$ cat src/logic/otr_pkg.sv
// Package for oscillator trim, clock output and reset source logic
package otr_pkg;

   // Register indices on the plain register port
   localparam logic [3:0] REG_TRIM       = 4'h0;
   localparam logic [3:0] REG_CONFIG     = 4'h1;
   localparam logic [3:0] REG_STATUS     = 4'h2;
   localparam logic [3:0] REG_CAL_CONST  = 4'h3;
   localparam logic [3:0] REG_CTRL       = 4'h4;
   localparam logic [3:0] REG_SCRATCH    = 4'h5;

   // Trim register field positions and reset value
   localparam int TRIM_FINE_LSB          = 4;
   localparam int TRIM_FAST_BIT          = 3;
   localparam int TRIM_SLOW_BIT          = 2;
   localparam logic [7:0] TRIM_IMPL_MASK = 8'hfc;
   localparam logic [7:0] TRIM_RESET     = 8'h70;

   // Config field positions and reset value
   localparam int CFG_RPE_BIT            = 7;
   localparam logic [7:0] CFG_RESET      = 8'h85;

   // Status bits
   localparam int ST_TO_BIT              = 4;
   localparam int ST_PD_BIT              = 3;
   localparam int ST_CAUSE_LSB           = 0;

   // Control register bits
   localparam int CTRL_SLEEP_BIT         = 0;
   localparam int CTRL_WDT_BIT           = 1;

   // Factory calibration constant and last program word
   localparam logic [7:0]  CAL_CONST_DEFAULT = 8'h80;
   localparam logic [10:0] LAST_WORD_SMALL   = 11'h3ff;
   localparam logic [10:0] LAST_WORD_LARGE   = 11'h7ff;
   localparam logic [5:0]  RETURN_WITH_LITERAL_OPCODE      = 6'h34;

   // Reset pin filter time and the cycle count at 40 MHz
   localparam int FILTER_NS     = 100;
   localparam int CLK_PERIOD_NS = 25;
   localparam int FILTER_CYCLES = (FILTER_NS + CLK_PERIOD_NS - 1) / CLK_PERIOD_NS;

   // Clock output divisor
   localparam int DIVIDED_CLOCK_OUTPUT_DIV = 4;

   // Oscillator select codes
   typedef enum logic [2:0] {
      OSC_LP_CRYSTAL  = 3'h0,
      OSC_STD_CRYSTAL = 3'h1,
      OSC_HS_CRYSTAL  = 3'h2,
      OSC_INVALID     = 3'h3,
      OSC_INTERNAL_RC_MODE_IO    = 3'h4,
      OSC_INTERNAL_RC_MODE_CLK   = 3'h5,
      OSC_EXTERNAL_RC_MODE_IO    = 3'h6,
      OSC_EXTERNAL_RC_MODE_CLK   = 3'h7
   } otr_osc_type;

   // Reset cause codes
   typedef enum logic [2:0] {
      CAUSE_NONE      = 3'h0,
      CAUSE_POR       = 3'h1,
      CAUSE_PIN_RUN   = 3'h2,
      CAUSE_PIN_SLEEP = 3'h3,
      CAUSE_WDT_RUN   = 3'h4,
      CAUSE_WDT_WAKE  = 3'h5
   } otr_cause_type;

   // Register port request
   typedef struct packed {
      logic [3:0] addr;
      logic [7:0] wdata;
      logic       wr;
      logic       rd;
   } otr_req_type;

   // Pin drive bundle
   typedef struct packed {
      logic o;
      logic oe;
   } otr_pin_type;

endpackage

$ cat src/logic/otr_pin_filter.sv
// Synchroniser and glitch filter for the external reset pin
`timescale 1ns/1ps
module otr_pin_filter #(
   parameter int CYCLES = otr_pkg::FILTER_CYCLES
) (
   // Clock and reset
   input  wire logic clk,
   input  wire logic resetn,
   // Raw pin level, active low
   input  wire logic pin_n,
   // Filtered level, active low
   output logic      level_n
);

   localparam int CW = $clog2(CYCLES + 1);
   localparam logic [CW-1:0] LIMIT = CW'(CYCLES);

   logic           sync1_r;
   logic           sync2_r;
   logic [CW-1:0]  cnt_r;

   // Two flops before any logic sees the pin
   always_ff @(posedge clk or negedge resetn)
      if (!resetn)
      begin
         sync1_r <= 1'b1;
         sync2_r <= 1'b1;
      end
      else
      begin
         sync1_r <= pin_n;
         sync2_r <= sync1_r;
      end

   // A change must persist CYCLES clocks; shorter pulses vanish
   always_ff @(posedge clk or negedge resetn)
      if (!resetn)
      begin
         cnt_r   <= '0;
         level_n <= 1'b1;
      end
      else if (sync2_r == level_n)
         cnt_r <= '0;
      else if (cnt_r == LIMIT - CW'(1))
      begin
         cnt_r   <= '0;
         level_n <= sync2_r;
      end
      else
         cnt_r <= cnt_r + CW'(1);

endmodule

$ cat src/logic/otr_top.sv
// Oscillator trim, divided clock output and reset source logic
`timescale 1ns/1ps
module otr_top #(
   parameter logic [7:0] CAL_CONST = otr_pkg::CAL_CONST_DEFAULT,
   parameter bit         LARGE_MEM = 1'b0
) (
   // Clock and power-on reset
   input  wire logic                 clk,
   input  wire logic                 resetn,
   // Register port
   input  wire otr_pkg::otr_req_type req,
   output logic [7:0]                rdata,
   // Program memory view of the calibration word
   input  wire logic [10:0]          prog_addr,
   output logic [13:0]               prog_word,
   // Reset pin and watchdog
   input  wire logic                 ext_reset_pin_n,
   input  wire logic                 watchdog_timeout,
   output otr_pkg::otr_pin_type      ext_reset_pin,
   // Core reset and trim outputs
   output logic                      core_reset_n,
   output logic [3:0]                trim_fine,
   output logic                      trim_fast,
   output logic                      trim_slow,
   output logic signed [5:0]         trim_step,
   // Oscillator pins
   input  wire logic                 osc_out_pin_in,
   output otr_pkg::otr_pin_type      osc_out_pin,
   output otr_pkg::otr_pin_type      osc_in_pin,
   output logic                      osc_out_pin_sync
);

   ////////////////////////////////////////////////////////////////////
   // Declarations
   logic [7:0]             trim_r;
   logic [7:0]             cfg_r;
   logic [7:0]             scratch_r;
   logic                   to_r;
   logic                   pd_r;
   logic                   sleep_r;
   otr_pkg::otr_cause_type cause_r;
   logic [1:0]             div_r;
   logic                   divided_clock_output_r;
   logic                   pin_level_n;
   logic                   pin_reset;
   logic                   pin_reset_d_r;
   logic                   wdt_s1_r;
   logic                   wdt_s2_r;
   logic                   wdt_d_r;
   logic                   wdt_evt;
   logic                   soft_reset;
   logic                   core_rst_r;
   logic                   ios1_r;
   logic [7:0]             rd_nxt;
   otr_pkg::otr_osc_type   mode;
   logic                   rc_mode;
   logic                   clk_out_mode;
   logic [10:0]            last_word;

   ////////////////////////////////////////////////////////////////////
   // Reset pin filter and mode decode
   otr_pin_filter #(
      .CYCLES (otr_pkg::FILTER_CYCLES)
   ) u_filter (
      .clk     (clk),
      .resetn  (resetn),
      .pin_n   (ext_reset_pin_n),
      .level_n (pin_level_n)
   );

   // Field decode of the select code
   assign mode         = otr_pkg::otr_osc_type'(cfg_r[2:0]);
   assign rc_mode      = cfg_r[2];
   assign clk_out_mode = (mode == otr_pkg::OSC_INTERNAL_RC_MODE_CLK) ||
                         (mode == otr_pkg::OSC_EXTERNAL_RC_MODE_CLK);
   // Pin reset only counts when enabled
   assign pin_reset    = !pin_level_n && cfg_r[otr_pkg::CFG_RPE_BIT];

   ////////////////////////////////////////////////////////////////////
   // Watchdog event synchroniser; source runs on its own oscillator
   always_ff @(posedge clk or negedge resetn)
      if (!resetn)
      begin
         wdt_s1_r <= 1'b0;
         wdt_s2_r <= 1'b0;
         wdt_d_r  <= 1'b0;
      end
      else
      begin
         wdt_s1_r <= watchdog_timeout;
         wdt_s2_r <= wdt_s1_r;
         wdt_d_r  <= wdt_s2_r;
      end

   assign wdt_evt    = wdt_s2_r && !wdt_d_r;
   // Wake from sleep by watchdog is not a reset
   assign soft_reset = (pin_reset && !pin_reset_d_r) || (wdt_evt && !sleep_r);

   // Pin reset edge tracking
   always_ff @(posedge clk or negedge resetn)
      if (!resetn)
         pin_reset_d_r <= 1'b0;
      else
         pin_reset_d_r <= pin_reset;

   ////////////////////////////////////////////////////////////////////
   // Core reset: held during pin reset and one cycle on watchdog
   always_ff @(posedge clk or negedge resetn)
      if (!resetn)
         core_rst_r <= 1'b1;
      else
         core_rst_r <= pin_reset || (wdt_evt && !sleep_r);

   assign core_reset_n = !core_rst_r;

   // Watchdog reset stays internal: reset pin never driven
   assign ext_reset_pin = '{o: 1'b0, oe: 1'b0};

   ////////////////////////////////////////////////////////////////////
   // Reset cause and the timeout/powerdown flags
   always_ff @(posedge clk or negedge resetn)
      if (!resetn)
      begin
         cause_r <= otr_pkg::CAUSE_POR;
         to_r    <= 1'b1;
         pd_r    <= 1'b1;
      end
      else if (pin_reset && !pin_reset_d_r)
      begin
         if (sleep_r)
         begin
            cause_r <= otr_pkg::CAUSE_PIN_SLEEP;
            to_r    <= 1'b1;
            pd_r    <= 1'b0;
         end
         else
            cause_r <= otr_pkg::CAUSE_PIN_RUN;
      end
      else if (wdt_evt)
      begin
         to_r    <= 1'b0;
         cause_r <= sleep_r ? otr_pkg::CAUSE_WDT_WAKE : otr_pkg::CAUSE_WDT_RUN;
         if (sleep_r)
            pd_r <= 1'b0;
      end

   // Sleep state: set by software, ended by any wake or reset
   always_ff @(posedge clk or negedge resetn)
      if (!resetn)
         sleep_r <= 1'b0;
      else if (pin_reset || wdt_evt)
         sleep_r <= 1'b0;
      else if (req.wr && req.addr == otr_pkg::REG_CTRL)
         sleep_r <= req.wdata[otr_pkg::CTRL_SLEEP_BIT];

   ////////////////////////////////////////////////////////////////////
   // Trim register: reset on power-on only, kept through other resets
   always_ff @(posedge clk or negedge resetn)
      if (!resetn)
         trim_r <= otr_pkg::TRIM_RESET;
      else if (req.wr && req.addr == otr_pkg::REG_TRIM)
         trim_r <= req.wdata & otr_pkg::TRIM_IMPL_MASK;

   // Trim controls to the analog oscillator
   assign trim_fine = trim_r[otr_pkg::TRIM_FINE_LSB +: 4];
   assign trim_fast = trim_r[otr_pkg::TRIM_FAST_BIT];
   assign trim_slow = trim_r[otr_pkg::TRIM_SLOW_BIT];
   // Signed step: fine code plus coarse offsets of 16 either way
   assign trim_step = $signed({2'b00, trim_fine})
                    + (trim_fast ? 6'sd16 : 6'sd0)
                    - (trim_slow ? 6'sd16 : 6'sd0);

   // Config: reset on power-on only, kept through pin and watchdog resets
   always_ff @(posedge clk or negedge resetn)
      if (!resetn)
         cfg_r <= otr_pkg::CFG_RESET;
      else if (req.wr && req.addr == otr_pkg::REG_CONFIG)
         cfg_r <= req.wdata;

   // Scratch register: never reset, so contents undefined after power-on
   always_ff @(posedge clk)
      if (req.wr && req.addr == otr_pkg::REG_SCRATCH)
         scratch_r <= req.wdata;

   ////////////////////////////////////////////////////////////////////
   // Divide-by-four counter, held with the core reset
   always_ff @(posedge clk or negedge resetn)
      if (!resetn)
         div_r <= 2'h0;
      else if (core_rst_r || soft_reset)
         div_r <= 2'h0;
      else
         div_r <= div_r + 2'h1;

   // Output high for half of each four-cycle period
   always_ff @(posedge clk or negedge resetn)
      if (!resetn)
         divided_clock_output_r <= 1'b0;
      else
         divided_clock_output_r <= !core_rst_r && (div_r < 2'(otr_pkg::DIVIDED_CLOCK_OUTPUT_DIV / 2));

   // Output pin: clock out, driven low in reset, or high-Z I/O
   always_comb
   begin
      osc_out_pin = '{o: 1'b0, oe: 1'b0};
      if (rc_mode && clk_out_mode)
      begin
         osc_out_pin.oe = 1'b1;
         osc_out_pin.o  = pin_reset ? 1'b0 : divided_clock_output_r;
      end
      else if (rc_mode && pin_reset)
         osc_out_pin.oe = 1'b0;
   end

   // Input pin never driven by this block
   assign osc_in_pin = '{o: 1'b0, oe: 1'b0};

   // Synchronise the output pin when used as general input
   always_ff @(posedge clk or negedge resetn)
      if (!resetn)
      begin
         ios1_r           <= 1'b0;
         osc_out_pin_sync <= 1'b0;
      end
      else
      begin
         ios1_r           <= osc_out_pin_in;
         osc_out_pin_sync <= ios1_r;
      end

   ////////////////////////////////////////////////////////////////////
   // Calibration word at the last program location
   assign last_word = LARGE_MEM ? otr_pkg::LAST_WORD_LARGE : otr_pkg::LAST_WORD_SMALL;

   always_ff @(posedge clk or negedge resetn)
      if (!resetn)
         prog_word <= 14'h0000;
      else if (prog_addr == last_word)
         prog_word <= {otr_pkg::RETURN_WITH_LITERAL_OPCODE, CAL_CONST};
      else
         prog_word <= 14'h0000;

   ////////////////////////////////////////////////////////////////////
   // Register read mux; unmapped reads give zero
   always_comb
   begin
      rd_nxt = 8'h00;
      unique case (req.addr)
         otr_pkg::REG_TRIM:      rd_nxt = trim_r;
         otr_pkg::REG_CONFIG:    rd_nxt = cfg_r;
         otr_pkg::REG_STATUS:    rd_nxt = {3'h0, to_r, pd_r, cause_r};
         otr_pkg::REG_CAL_CONST: rd_nxt = CAL_CONST;
         otr_pkg::REG_CTRL:      rd_nxt = {7'h00, sleep_r};
         otr_pkg::REG_SCRATCH:   rd_nxt = scratch_r;
         default:                rd_nxt = 8'h00;
      endcase
   end

   // Read data one cycle after the strobe, zero otherwise
   always_ff @(posedge clk or negedge resetn)
      if (!resetn)
         rdata <= 8'h00;
      else
         rdata <= req.rd ? rd_nxt : 8'h00;

endmodule

$ cat config.mk
export PLATFORM = sky130hd
export DESIGN_NAME = otr_top
export DESIGN_NICKNAME = d
export VERILOG_FILES = /design/src/logic/otr_pkg.sv /design/src/logic/otr_pin_filter.sv /design/src/logic/otr_top.sv
export SDC_FILE = /design/constraint.sdc
export NUM_CORES = 1
export LEC_CHECK = 0
export BUFFER_PORTS_ARGS = -buffer_cell sky130_fd_sc_hd__buf_2
export CORE_MARGIN = 5
export CORE_UTILIZATION = 47
export CTS_BUF_LIST = sky130_fd_sc_hd__clkbuf_8
export CTS_CLUSTER_DIAMETER = 60
export CTS_CLUSTER_SIZE = 12
export DETAILED_ROUTE_END_ITERATION = 8
export PLACE_DENSITY = 0.77
export SYNTH_ARGS = -nofsm -noshare
export SYNTH_HDL_FRONTEND = slang
export SYNTH_SLANG_ARGS = --single-unit
$ cat constraint.sdc
create_clock -name clk -period 1.2 [get_ports clk]
set_input_delay 0.12 -clock clk [delete_from_list [all_inputs] [get_ports clk]]
set_output_delay 0.12 -clock clk [all_outputs]
set_load 0.02 [all_outputs]
==> results of run 1 <==
==> through the flow <==
step	hold slack, ps	setup TNS, ps	power (uW)
6_report	17.04	-1131	4699
3_3_place_gp	113.3	-425.1	3418
5_1_grt	12.35	-1800	4948
3_5_place_dp	113.7	-898.5	3450
4_1_cts	14.90	-843.8	4615
2_1_floorplan	-175.6	0	3078
==> final cells by class <==
class	instances	area (um2)	area share
clock inverter	3	11.26	0.003714
multi-input combinational	112	873.3	0.2881
inverter	6	22.52	0.007429
tap	67	83.83	0.02765
timing repair buffer	88	589.3	0.1944
sequential	53	1383	0.4560
clock buffer	5	68.82	0.02270
==> path summary, 6_finish.rpt <==
path,to,depth (start not counted),slack (ps),from
max,osc_out_pin[1],3,-180,cfg_r[2]
min,scratch_r[1],1,20,req[3]
max reg2reg,to_r,5,-110,cfg_r[7]
min reg2reg,wdt_s2_r,0,350,wdt_s1_r
max in group asynchronous,cfg_r[7],3,600,resetn
min in group asynchronous,cfg_r[5],3,320,resetn
==> repair_timing <==
item / CTS / global route
setup endpoints to repair: 7 / 16
setup buffers: 6 / 1
gates cloned: 0 / 0
hold buffers: 4 / 0
gates resized for setup: 19 / 16
pin swaps: 6 / 6
endpoints found under the hold margin: 35 / 0
==> flip-flops by register name, summed over array words and instances (netlist names) <==
name and cells:
cause_r 3, cfg_r 8, core_rst_r 1, div_r 2
divided_clock_output_r 1, ios1_r 1, osc_out_pin_sync 1, pd_r 1
pin_reset_d_r 1, prog_word 1, rdata 8, scratch_r 8
sleep_r 1, to_r 1, trim_r 6, u_filter.cnt_r 3
u_filter.level_n 1, u_filter.sync1_r 1, u_filter.sync2_r 1, wdt_d_r 1
wdt_s1_r 1, wdt_s2_r 1
==> worst reg2reg max path, cell delays in order (launching register included) <==
cell and delay (ps):
dfstp_2 580, buf_6 110, nor3b_4 300, buf_6 160, o21ai_2 40, nand2_1 70
==> power groups by stage <==
stage,clock network (uW),logic [uW],registers [uW]
global route,1020,1530,2390
floorplan,0,679,2400
CTS,925,1340,2350
detailed placement,0,1060,2390
global placement,0,1040,2380
finish,924,1410,2360
==> routing by layer <==
metal,track usage,vias up,wire length (um)
met5,0,-,0
met3,0.02691,10,263
li1,-,772,-
met4,0.07601,0,101
met2,0.2715,47,2542
met1,0.2001,805,1870
==> synthesized netlist by cell type, drive strengths merged, types with 2 or more instances <==
master,instances,area share
mux2,21,0.10
and2,3,0.0081
nand2b,2,0.0054
nand2,12,0.020
nor4,2,0.0054
dfrtp,32,0.34
xnor2,2,0.0075
nor3,3,0.0065
buf,24,0.073
a22oi,3,0.0097
and3,2,0.0054
inv,6,0.0097
o21ai,5,0.011
nor2,9,0.015
dfstp,13,0.15
nor3b,7,0.027
nand4b,2,0.0075
edfxtp,8,0.10
nor2b,2,0.0054
nor4b,2,0.017
nand4,2,0.0054
a21oi,6,0.013
nand3,2,0.0043
ha,2,0.011
==> logic make-up (layout without fill, tap and decap cells) <==
| family | after synthesis | after routing |
|---|---|---|
| fa+ha+maj | 2 | 2 |
| other cells | 1 | 14 |
| simple gates | 53 | 53 |
| mux | 21 | 21 |
| buf+inv | 31 | 102 |
| flops | 53 | 53 |
| compound gates | 20 | 20 |
| xor+xnor | 2 | 2 |
==> impl_results.md, run 1 <==
- Status: finished with violations
- Failing checks: negative setup slack
- Vias per Instance: around 4.9
- Most used DFF post-synth: dfrtp_1
- Root buf cell: clkbuf_8
- Most frequent cells in the layout: buf_2, dfrtp_1, buf_4
- Num ports: 72
- Comb pwr share: 0.301
- Fraction of the cycle the final worst path needs: 1.152
- Flop pwr share: 0.503
- YS warnings: 0
- Filler Cell Count: approximately 390
- Crit path buf inv count: 1
- H-Tree Depth: 2
- Row cnt: 25
- Routed len/inst: 14.30 um
- Final weighted congestion in routability-driven placement: about 0.83
- Reg clk slew, reported paths: about 90 ps
- Final nets: roughly 300
- MaxCap Viol Count: 0
- Crit path launch type: register
- Post-synthesis mux area share: 0.1017
- Num CTS Buffers: 5
- Final core area utilization: 0.6376
- Combinational family with the most area after synthesis: simple AND/OR/NAND/NOR gates
- Crit path DAT: 1260 ps
- Wirelength, routed: 4.777 mm
- Unique cell type count in the Yosys netlist: 42
- Pin count of the biggest net entering global routing: 46
- Power Density: 1550 nW/um2
- Vias: around 1600
- Share of cells above drive strength 1: 0.5056
- Post-Syn Area: 2325 um2
- P&R area growth vs syn: 30.41%
- GR Overflow Total: 0
- Sw frac: 0.3012
- Hold Crit Class: in2reg
- Initial antenna violation count: 0
- Clk pwr share: 0.197
- Clk_lat worst skew: roughly 300 ps
- DRC errors left: 0
- Final worst slack: -182.4 ps
- Number of flops mapped to enable cells by yosys: 8
- First-pass GRT wire length: 7.886 mm
- Clock Skew: between 5 and 6 ps
- Crit-path max cell delay: 550 ps
- Final setup fails: 11
- Post-Synth Simple-Gate Area: 0.1442
- Post-Synth XOR/XNOR Area: 0.007535
- DPL Wire Length: 3.548 mm
- Post-synthesis sequential area ratio: 0.5947
- Final Non-Filler Cells: around 330
- IO Port Bufs: 57
- Bufs on Longest Clock Path: 2
- Slowest-stage cell, CP: dfstp_2
- CTS tree: yes
- Final instance area: 3032 um2
- Post-DP Area: ~2700 um2
- Peak supply drop: 0.7600 mV
- Pre-CTS setup slack: -101.9 ps
- Worst path required time: ~1100 ps
- Ys async rst share: 0.8491
- Core ar.: around 4800 um2
- Leak Pwr: between 0.001 and 0.0015 uW
- Placed cell count: ~320
- Die W: around 80 um
- Vias in the first global route: roughly 1700
- NetSw: 1415 uW
- Clock Sinks: 53
- Initial DRC Count: 107
- Cells after synthesis: 183
- CP top delay family: flip-flops
- Die H: around 80 um
- Synth Area in Compound Gates: 0.05490
- WS Path Type: reg2out
- Power Internal: about 3300 uW
- Crit path time final: 1382 ps
- Max FO, Critical Path: 2
- Synth Area in Adders: 0.01076
- Crit path cell chain: and2_4 > and3_4 > buf_6
- CP Capture Type: output pin
- Endpoints failing hold: 0
- Total track usage: 0.1609
- F_max: between 700 and 800 MHz
- Initial DRT Pass Iterations: 4
- Final Max Tran Viols: 0
- DRT antenna net count: 0
- Avg Cell Area, Syn: about 13 um2
- RSZ-0062 raised after global routing: true
- Total die area: between 6000 and 7000 um2
- Diode count: 0
- Seq cells post-synth: 53
- Most common cell after layout, fill and taps aside: buf_2
- Starting Density: 0.4889
Note: power is estimated with default switching activity, not from simulation.
==> run 2, diff against run 1 <==
--- a/config.mk
+++ b/config.mk
@@ -5,14 +5,16 @@
 export SDC_FILE = /design/constraint.sdc
 export NUM_CORES = 1
 export LEC_CHECK = 0
+export ABC_AREA = 1
 export BUFFER_PORTS_ARGS = -buffer_cell sky130_fd_sc_hd__buf_2
+export CORE_ASPECT_RATIO = 0.8
 export CORE_MARGIN = 5
-export CORE_UTILIZATION = 47
+export CORE_UTILIZATION = 48
 export CTS_BUF_LIST = sky130_fd_sc_hd__clkbuf_8
 export CTS_CLUSTER_DIAMETER = 60
 export CTS_CLUSTER_SIZE = 12
 export DETAILED_ROUTE_END_ITERATION = 8
-export PLACE_DENSITY = 0.77
+export PLACE_DENSITY = 0.78
 export SYNTH_ARGS = -nofsm -noshare
 export SYNTH_HDL_FRONTEND = slang
 export SYNTH_SLANG_ARGS = --single-unit
==> impl_results.md, run 2 <==
- Hold Crit Class: in2reg (unchanged)
- Routed len/inst: 13.30 um (was 14.30 um)
- Crit path time final: 1384 ps (was 1382 ps)
- Tot Pwr: 4683 uW (was 4699 uW)
- GR peak layer: met2 (unchanged)
- DRT antenna net count: 0 (unchanged)
- Post-synthesis sequential area ratio: 0.5719 (was 0.5947)
- Clk_lat worst skew: 310 ps (was 300 ps)
- Avg Cell Area, Syn: 9.708 um2 (was 12.70 um2)
- Most used DFF post-synth: dfrtp_1 (unchanged)
- Crit path launch type: register (unchanged)
- Flop pwr share: 0.498 (was 0.503)
- Vias: 1837 (was 1634)
- Sw frac: 0.3258 (was 0.3012)
- First-pass GRT wire length: 8.107 mm (was 7.886 mm)
- DRC errors left: 0 (unchanged)
- Num ports: 72 (unchanged)
- Met1 Usage GRT: 0.2362 (was 0.2001)
- Top post-synthesis cells by count: nand2_1, dfrtp_1, nand3_1 (was dfrtp_1, buf_4, dfstp_2)
- Clock Sinks: 53 (unchanged)
- Post-DP Area: 2744 um2 (was 2734 um2)
- Total track usage: 0.1618 (was 0.1609)
- Clock Skew: 9.033 ps (was 5.089 ps)
- WS Path Type: reg2out (unchanged)
- GR Util met3: 0.02915 (was 0.02691)
- Vias in the first global route: 1732 (was 1653)
- Leak Pwr: 0.001573 uW (was 0.001433 uW)
- Final instance area: 3049 um2 (was 3032 um2)
- Crit path DAT: 1260 ps (about the same)
- CP Capture Type: output pin (unchanged)
- Status: finished with violations (unchanged)
- RSZ-0062 raised after global routing: true (unchanged)
- Die H: 73.48 um (was 80.33 um)
- Final weighted congestion in routability-driven placement: 0.8067 (was 0.8282)
- Initial antenna violation count: 0 (unchanged)
- Number of flops mapped to enable cells by yosys: 8 (unchanged)
- Root buf cell: clkbuf_8 (unchanged)
- DPL Wire Length: 3.702 mm (was 3.548 mm)
- Final Max Tran Viols: 0 (unchanged)
- GR Overflow Total: 0 (unchanged)
- Cells after synthesis: 249 (was 183)
- Max FO, Critical Path: 3 (was 2)
- Num CTS Buffers: 5 (unchanged)
- Clk pwr share: 0.212 (was 0.197)
- Share of cells above drive strength 1: 0.3945 (was 0.5056)
- Seq cells post-synth: 53 (unchanged)
- Final worst slack: -184.3 ps (was -182.4 ps)
- Peak supply drop: 0.7918 mV (was 0.7600 mV)
- Post-Syn Area: 2417 um2 (was 2325 um2)
- IO Port Bufs: 57 (unchanged)
- Yosys top cell by area: dfrtp_1 (unchanged)
- Fraction of the cycle the final worst path needs: 1.154 (was 1.152)
- Top-count cell post-synth: nand2_1 (was dfrtp_1)
- Wirelength, routed: 5.174 mm (was 4.777 mm)
- Row cnt: 23 (was 25)
- Most common cell after layout, fill and taps aside: nand2_1 (was buf_2)
- Power Density: 1536 nW/um2 (was 1550 nW/um2)
- H-Tree Depth: 2 (unchanged)
- Worst path required time: 1080 ps (about the same)
- Diode count: 0 (unchanged)
- Ys async rst share: 0.8491 (unchanged)
- Failing checks: negative setup slack (unchanged)
- Final setup fails: 4 (was 11)
- Vias per Instance: 4.722 (was 4.892)
- Starting Density: 0.4884 (was 0.4889)
- Most frequent cells in the layout: nand2_1, buf_2, dfrtp_1 (was buf_2, dfrtp_1, buf_4)
- Top cells by area, synth: dfrtp_1, dfstp_2, edfxtp_1 (unchanged)
- F_max: 722.4 MHz (was 723.4 MHz)
- P&R area growth vs syn: 26.14% (was 30.41%)
- Reg clk slew, reported paths: 100 ps (was 90 ps)
- Met2 Use GR: 0.2461 (was 0.2715)
- Unique cell type count in the Yosys netlist: 31 (was 42)
- YS warnings: 0 (unchanged)
- Bufs on Longest Clock Path: 2 (unchanged)
- Total die area: 6564 um2 (was 6453 um2)
- Core ar.: 4950 um2 (was 4755 um2)
- Pin count of the biggest net entering global routing: 46 (unchanged)
- CTS tree: yes (unchanged)
- Comb pwr share: 0.290 (was 0.301)
- Power Internal: 3157 uW (was 3284 uW)
- Final nets: 358 (was 298)
- MaxCap Viol Count: 0 (unchanged)
- Initial DRT Pass Iterations: 4 (unchanged)
- NetSw: 1526 uW (was 1415 uW)
- Initial DRC Count: 95 (was 107)
- Die W: 89.34 um (was 80.33 um)
- Largest regs: cfg_r x8, rdata x8, scratch_r x8 (unchanged)
- Endpoints failing hold: 0 (unchanged)
- Area share of the largest cell type after synthesis: 0.3313 (was 0.3445)
## run 2: changes by cell type in the layout (fill, tap and decap cells not counted), sizes merged, moves of 10 or more
cell,before,now
nand3,2,35
nand2,12,57
mux2,21,1
nor2,9,27
inv,9,21
o21ai,5,15
## run 2: final timing paths
path / cells after the start / end / slack [ps] / start
max in group asynchronous: 3 / to_r / 610 / resetn
min in group asynchronous: 3 / pin_reset_d_r / 320 / resetn
worst max register to register: 7 / cause_r[0] / 60 / cfg_r[7]
worst min register to register: 0 / wdt_s2_r / 360 / wdt_s1_r
worst max-delay path: 4 / osc_out_pin[1] / -180 / u_filter.level_n
worst min-delay path: 1 / scratch_r[6] / 10 / req[8]
## run 2: per-stage QoR
stage / hold WS (ps) / utilization / cells / TNS (ps) / setup slack, ps
detailed placement: 116.5 / 0.5543 / 367 / 0 / 49.32
global route: 8.067 / 0.6160 / 389 / -731.6 / -226.0
floorplan: -175.6 / - / 262 / 0 / 8.908
CTS: 8.669 / 0.5998 / 387 / -585.0 / -226.6
global placement: 111.9 / 0.5543 / 367 / 0 / 84.66
finish: 13.72 / 0.6160 / 389 / -560.3 / -184.3
## run 2: kinds of logic after synthesis
| kind of cell | after synthesis | share of synthesized area |
|---|---|---|
| simple gates | 126 | 0.2552 |
| flops | 53 | 0.5719 |
| compound gates | 18 | 0.03830 |
| fa+ha+maj | 2 | 0.01035 |
| other cells | 1 | 0.001551 |
| mux | 1 | 0.004658 |
| buf+inv | 46 | 0.1108 |
| xor+xnor | 2 | 0.007248 |
## run 2: critical path: stages (launching register included)
cell and delay (ps):
dfstp_2 580, nor2_4 50, buf_6 110, nor2_4 90, buf_6 120
## run 2: power groups by stage
stage	clock network (uW)	logic, uW	registers [uW]
floorplan	0	649	2370
global placement	0	969	2340
detailed placement	0	1000	2350
CTS	1020	1190	2310
global route	1080	1490	2360
finish	993	1360	2330
## run 2: routing by layer
layer / vias up / wire, um / share of wire
li1: 922 / - / -
met1: 838 / 2319 / 0.45
met2: 68 / 2403 / 0.46
met3: 9 / 346 / 0.067
met4: 0 / 105 / 0.020
met5: - / 0 / 0
## run 2: layout make-up
class | instances | area [um2]
fillers | 412 | 1901
flip-flops and latches | 53 | 1383
well taps | 62 | 77.57
inverters | 20 | 75.07
multi-input cells | 163 | 883.3
clock buffers | 5 | 68.82
repair buffers | 83 | 545.5
clock inverters | 3 | 16.27
## run 2: timing repair
action	in CTS	in global routing
pin swaps	2	5
setup buffers	7	4
hold buffers	5	0
endpoints found under the setup margin	4	12
hold endpoints to repair	36	0
gates resized for setup	15	18
==> run 3, diff against run 2 <==
--- a/config.mk
+++ b/config.mk
@@ -9,12 +9,13 @@
 export BUFFER_PORTS_ARGS = -buffer_cell sky130_fd_sc_hd__buf_2
 export CORE_ASPECT_RATIO = 0.8
 export CORE_MARGIN = 5
-export CORE_UTILIZATION = 48
+export CORE_UTILIZATION = 55
 export CTS_BUF_LIST = sky130_fd_sc_hd__clkbuf_8
 export CTS_CLUSTER_DIAMETER = 60
 export CTS_CLUSTER_SIZE = 12
 export DETAILED_ROUTE_END_ITERATION = 8
-export PLACE_DENSITY = 0.78
+export PLACE_DENSITY = 0.84
+export SLEW_MARGIN = 0
 export SYNTH_ARGS = -nofsm -noshare
 export SYNTH_HDL_FRONTEND = slang
 export SYNTH_SLANG_ARGS = --single-unit
==> constraint.sdc (replaced) <==
create_clock -name clk -period 1.7 [get_ports clk]
set_input_delay 0.17 -clock clk [delete_from_list [all_inputs] [get_ports clk]]
set_output_delay 0.17 -clock clk [all_outputs]
set_load 0.02 [all_outputs]
==> impl_results.md, run 3 (synthesis gave the netlist of run 2 again) <==
- Relative slew slack: 0.6593
- F_max: about 670 MHz
- First-pass GRT wire length: 8.100 mm (was 8.107 mm)
- Crit path DAT: 1330 ps (was 1260 ps)
- Met1 wire length: 2.161 mm (was 2.319 mm)
- Die H: 69.30 um (was 73.48 um)
- Power Internal: 2040 uW (was 3157 uW)
- Core ar.: 4230 um2 (was 4950 um2)
- Endpoints failing hold: 0 (unchanged)
- Max FO, Critical Path: 4 (was 3)
- IO Port Bufs: 57 (unchanged)
- Worst Hold Path EP: scratch_r[1] (was scratch_r[6])
- Final weighted congestion in routability-driven placement: 0.8084 (was 0.8067)
- Sum Neg Setup Slack: 0 ps (was -560.3 ps)
- Vias: 1770 (was 1837)
- Crit path cell chain: inv_1 > nor2_1 > nor2_1 > buf_2 (was nor2_4 > buf_6 > nor2_4 > buf_6)
- Crit-path max cell delay: 540 ps (was 580 ps)
- Flop2flop setup slack: 390 ps (was 60 ps)
- GR Overflow Total: 0 (unchanged)
- Initial antenna violation count: 0 (unchanged)
- Starting Density: 0.5714 (was 0.4884)
- Hold Crit Class: in2reg (unchanged)
- Power Density: 1070 nW/um2 (was 1536 nW/um2)
- Clock Skew: 6.743 ps (was 9.033 ps)
- Leak Pwr: 0.001458 uW (was 0.001573 uW)
- Clk_lat worst skew: 290 ps (was 310 ps)
- Worst path required time: 1530 ps (was 1080 ps)
- Routed len/inst: 13.13 um (was 13.30 um)
- Die W: 84.12 um (was 89.34 um)
- Initial DRC Count: 140 (was 95)
- HP Start: req[3] (was req[8])
- Worst reg2reg endpoint: pd_r (was cause_r[0])
- Vias per Instance: 4.849 (was 4.722)
- Crit path launch type: register (unchanged)
- Total track usage: 0.1692 (was 0.1618)
- Root buf cell: clkbuf_8 (unchanged)
- MaxCap Viol Count: 0 (unchanged)
- Most frequent cells in the layout: buf_2, nand2_1, nand3_1, dfrtp_1, nor2_1 (was nand2_1, buf_2, dfrtp_1)
- Critical Path Most Common Cell: nor2_1
- Reg clk slew, reported paths: 90 ps (was 100 ps)
- Peak supply drop: 0.6552 mV (was 0.7918 mV)
- Hold path depth: 1 (unchanged)
- Num CTS Buffers: 5 (unchanged)
- H-Tree Depth: 2 (unchanged)
- Clk pwr share: 0.224 (was 0.212)
- Crit path time final: around 1500 ps
- Top Layer Used: met4 (unchanged)
- Most common cell after layout, fill and taps aside: buf_2 (was nand2_1)
- Status: finished clean (was finished with violations)
- Final Max Tran Viols: 0 (unchanged)
- RSZ-0062 raised after global routing: false (was true)
- Initial DRT Pass Iterations: 4 (unchanged)
- Least-Margin Pin Slew: 509.9 ps
- Final setup fails: 0 (was 4)
- DRC errors left: 0 (unchanged)
- Total die area: 5829 um2 (was 6564 um2)
- CTS tree: yes (unchanged)
- Routed met3 length: 369 um (was 346 um)
- Row cnt: 21 (was 23)
- WS Path Type: reg2out (unchanged)
- CP top delay family: flip-flops (unchanged)
- Largest regs: cfg_r x8, rdata x8, scratch_r x8 (unchanged)
- Final worst slack: 199.2 ps (was -184.3 ps)
- Slowest-stage cell, CP: dfstp_2 (unchanged)
- Diode count: 0 (unchanged)
- Sw frac: 0.3174 (was 0.3258)
- P&R area growth vs syn: 15.48% (was 26.14%)
- Comb pwr share: 0.227 (was 0.290)
- Pin count of the biggest net entering global routing: 39 (was 46)
- Final Hold Slack: 80.05 ps (was 13.72 ps)
- Met2 routed WL: 2.241 mm (was 2.403 mm)
- Final core area utilization: 0.6599 (was 0.6160)
- Flop pwr share: 0.549 (was 0.498)
- Pre-CTS setup slack: 372.7 ps (was 49.32 ps)
- Num ports: 72 (unchanged)
- R2r worst-path depth: 5 (was 7)
- Share of cells above drive strength 1: 0.3084 (was 0.3945)
- CP Capture Type: output pin (unchanged)
- Final nets: 339 (was 358)
- NetSw: 948.3 uW (was 1526 uW)
- Bufs on Longest Clock Path: 2 (unchanged)
- Crit path buf inv count: 2 (unchanged)
- DPL Wire Length: 3.632 mm (was 3.702 mm)
- Vias in the first global route: 1725 (was 1732)
- Clock Sinks: 53 (unchanged)
- Worst r2r src: cfg_r[7] (unchanged)
- Fraction of the cycle the final worst path needs: 0.8828
- DRT antenna net count: 0 (unchanged)
- Wirelength, routed: 4.791 mm (was 5.174 mm)
==> run 3: cell types whose count changed in the layout (fill, tap and decap cells not counted), sizes merged <==
| cell | change |
|---|---|
| buf | -18 |
| clkinvlp | +1 |
| dlygate4sd3 | -1 |
| inv | -1 |
==> run 3: how the worst max path moves through the flow <==
stage / from / end / slack, ps / cells after the start
5_1_grt: cfg_r[7] / osc_out_pin[1] / 90 / 4
3_5_place_dp: cfg_r[7] / div_r[1] / 370 / 5
6_report: cfg_r[7] / osc_out_pin[1] / 200 / 4
3_3_place_gp: req[10] / scratch_r[2] / 380 / 6
4_1_cts: cfg_r[7] / osc_out_pin[1] / 160 / 4
2_1_floorplan: req[12] / scratch_r[0] / 390 / 5
==> run 3: per-layer routing <==
metal / track usage / vias up
li1: - / 886
met1: 0.2446 / 816
met2: 0.2592 / 66
met3: 0.04276 / 2
met4: 0.03393 / 0
met5: 0 / -
==> run 3: area by class of cell <==
cell class	instances	area, um2
Timing Repair Buffer	64	360.3
Fill cell	348	1439
Clock inverter	3	17.52
Tap cell	57	71.32
Inverter	20	75.07
Clock buffer	5	68.82
Multi-Input combinational cell	163	815.8
Sequential cell	53	1383
==> run 3: power by group through the flow <==
stage | logic [uW] | registers (uW) | clock network [uW]
after floorplan | 452 | 1680 | 0
after global placement | 654 | 1660 | 0
after detailed placement | 683 | 1660 | 0
after CTS | 690 | 1640 | 689
after global routing | 767 | 1660 | 736
final | 679 | 1640 | 669
==> run 3: timing repair <==
item / in CTS / in global routing
resized for setup: 0 / 0
setup buffers: 0 / 0
hold endpoints to repair: 37 / 0
setup endpoints to repair: 0 / 0
hold buffers: 4 / 0
==> run 3: worst reg2reg max path: stages, from the launching register on <==
cell	delay, ps
dfstp_2	540
inv_1	50
nor2_1	210
nand2_1	200
nand2_1	120
a21boi_0	100
==> run 3: through the flow <==
| stage | power [uW] | instance area [um2] | std cells |
|---|---|---|---|
| 2_1_floorplan | 2128 | 2466 | 262 |
| 3_3_place_gp | 2310 | 2665 | 353 |
| 3_5_place_dp | 2347 | 2665 | 353 |
| 4_1_cts | 3021 | 2791 | 365 |
| 5_1_grt | 3168 | 2791 | 365 |
| 6_report | 2988 | 2791 | 365 |
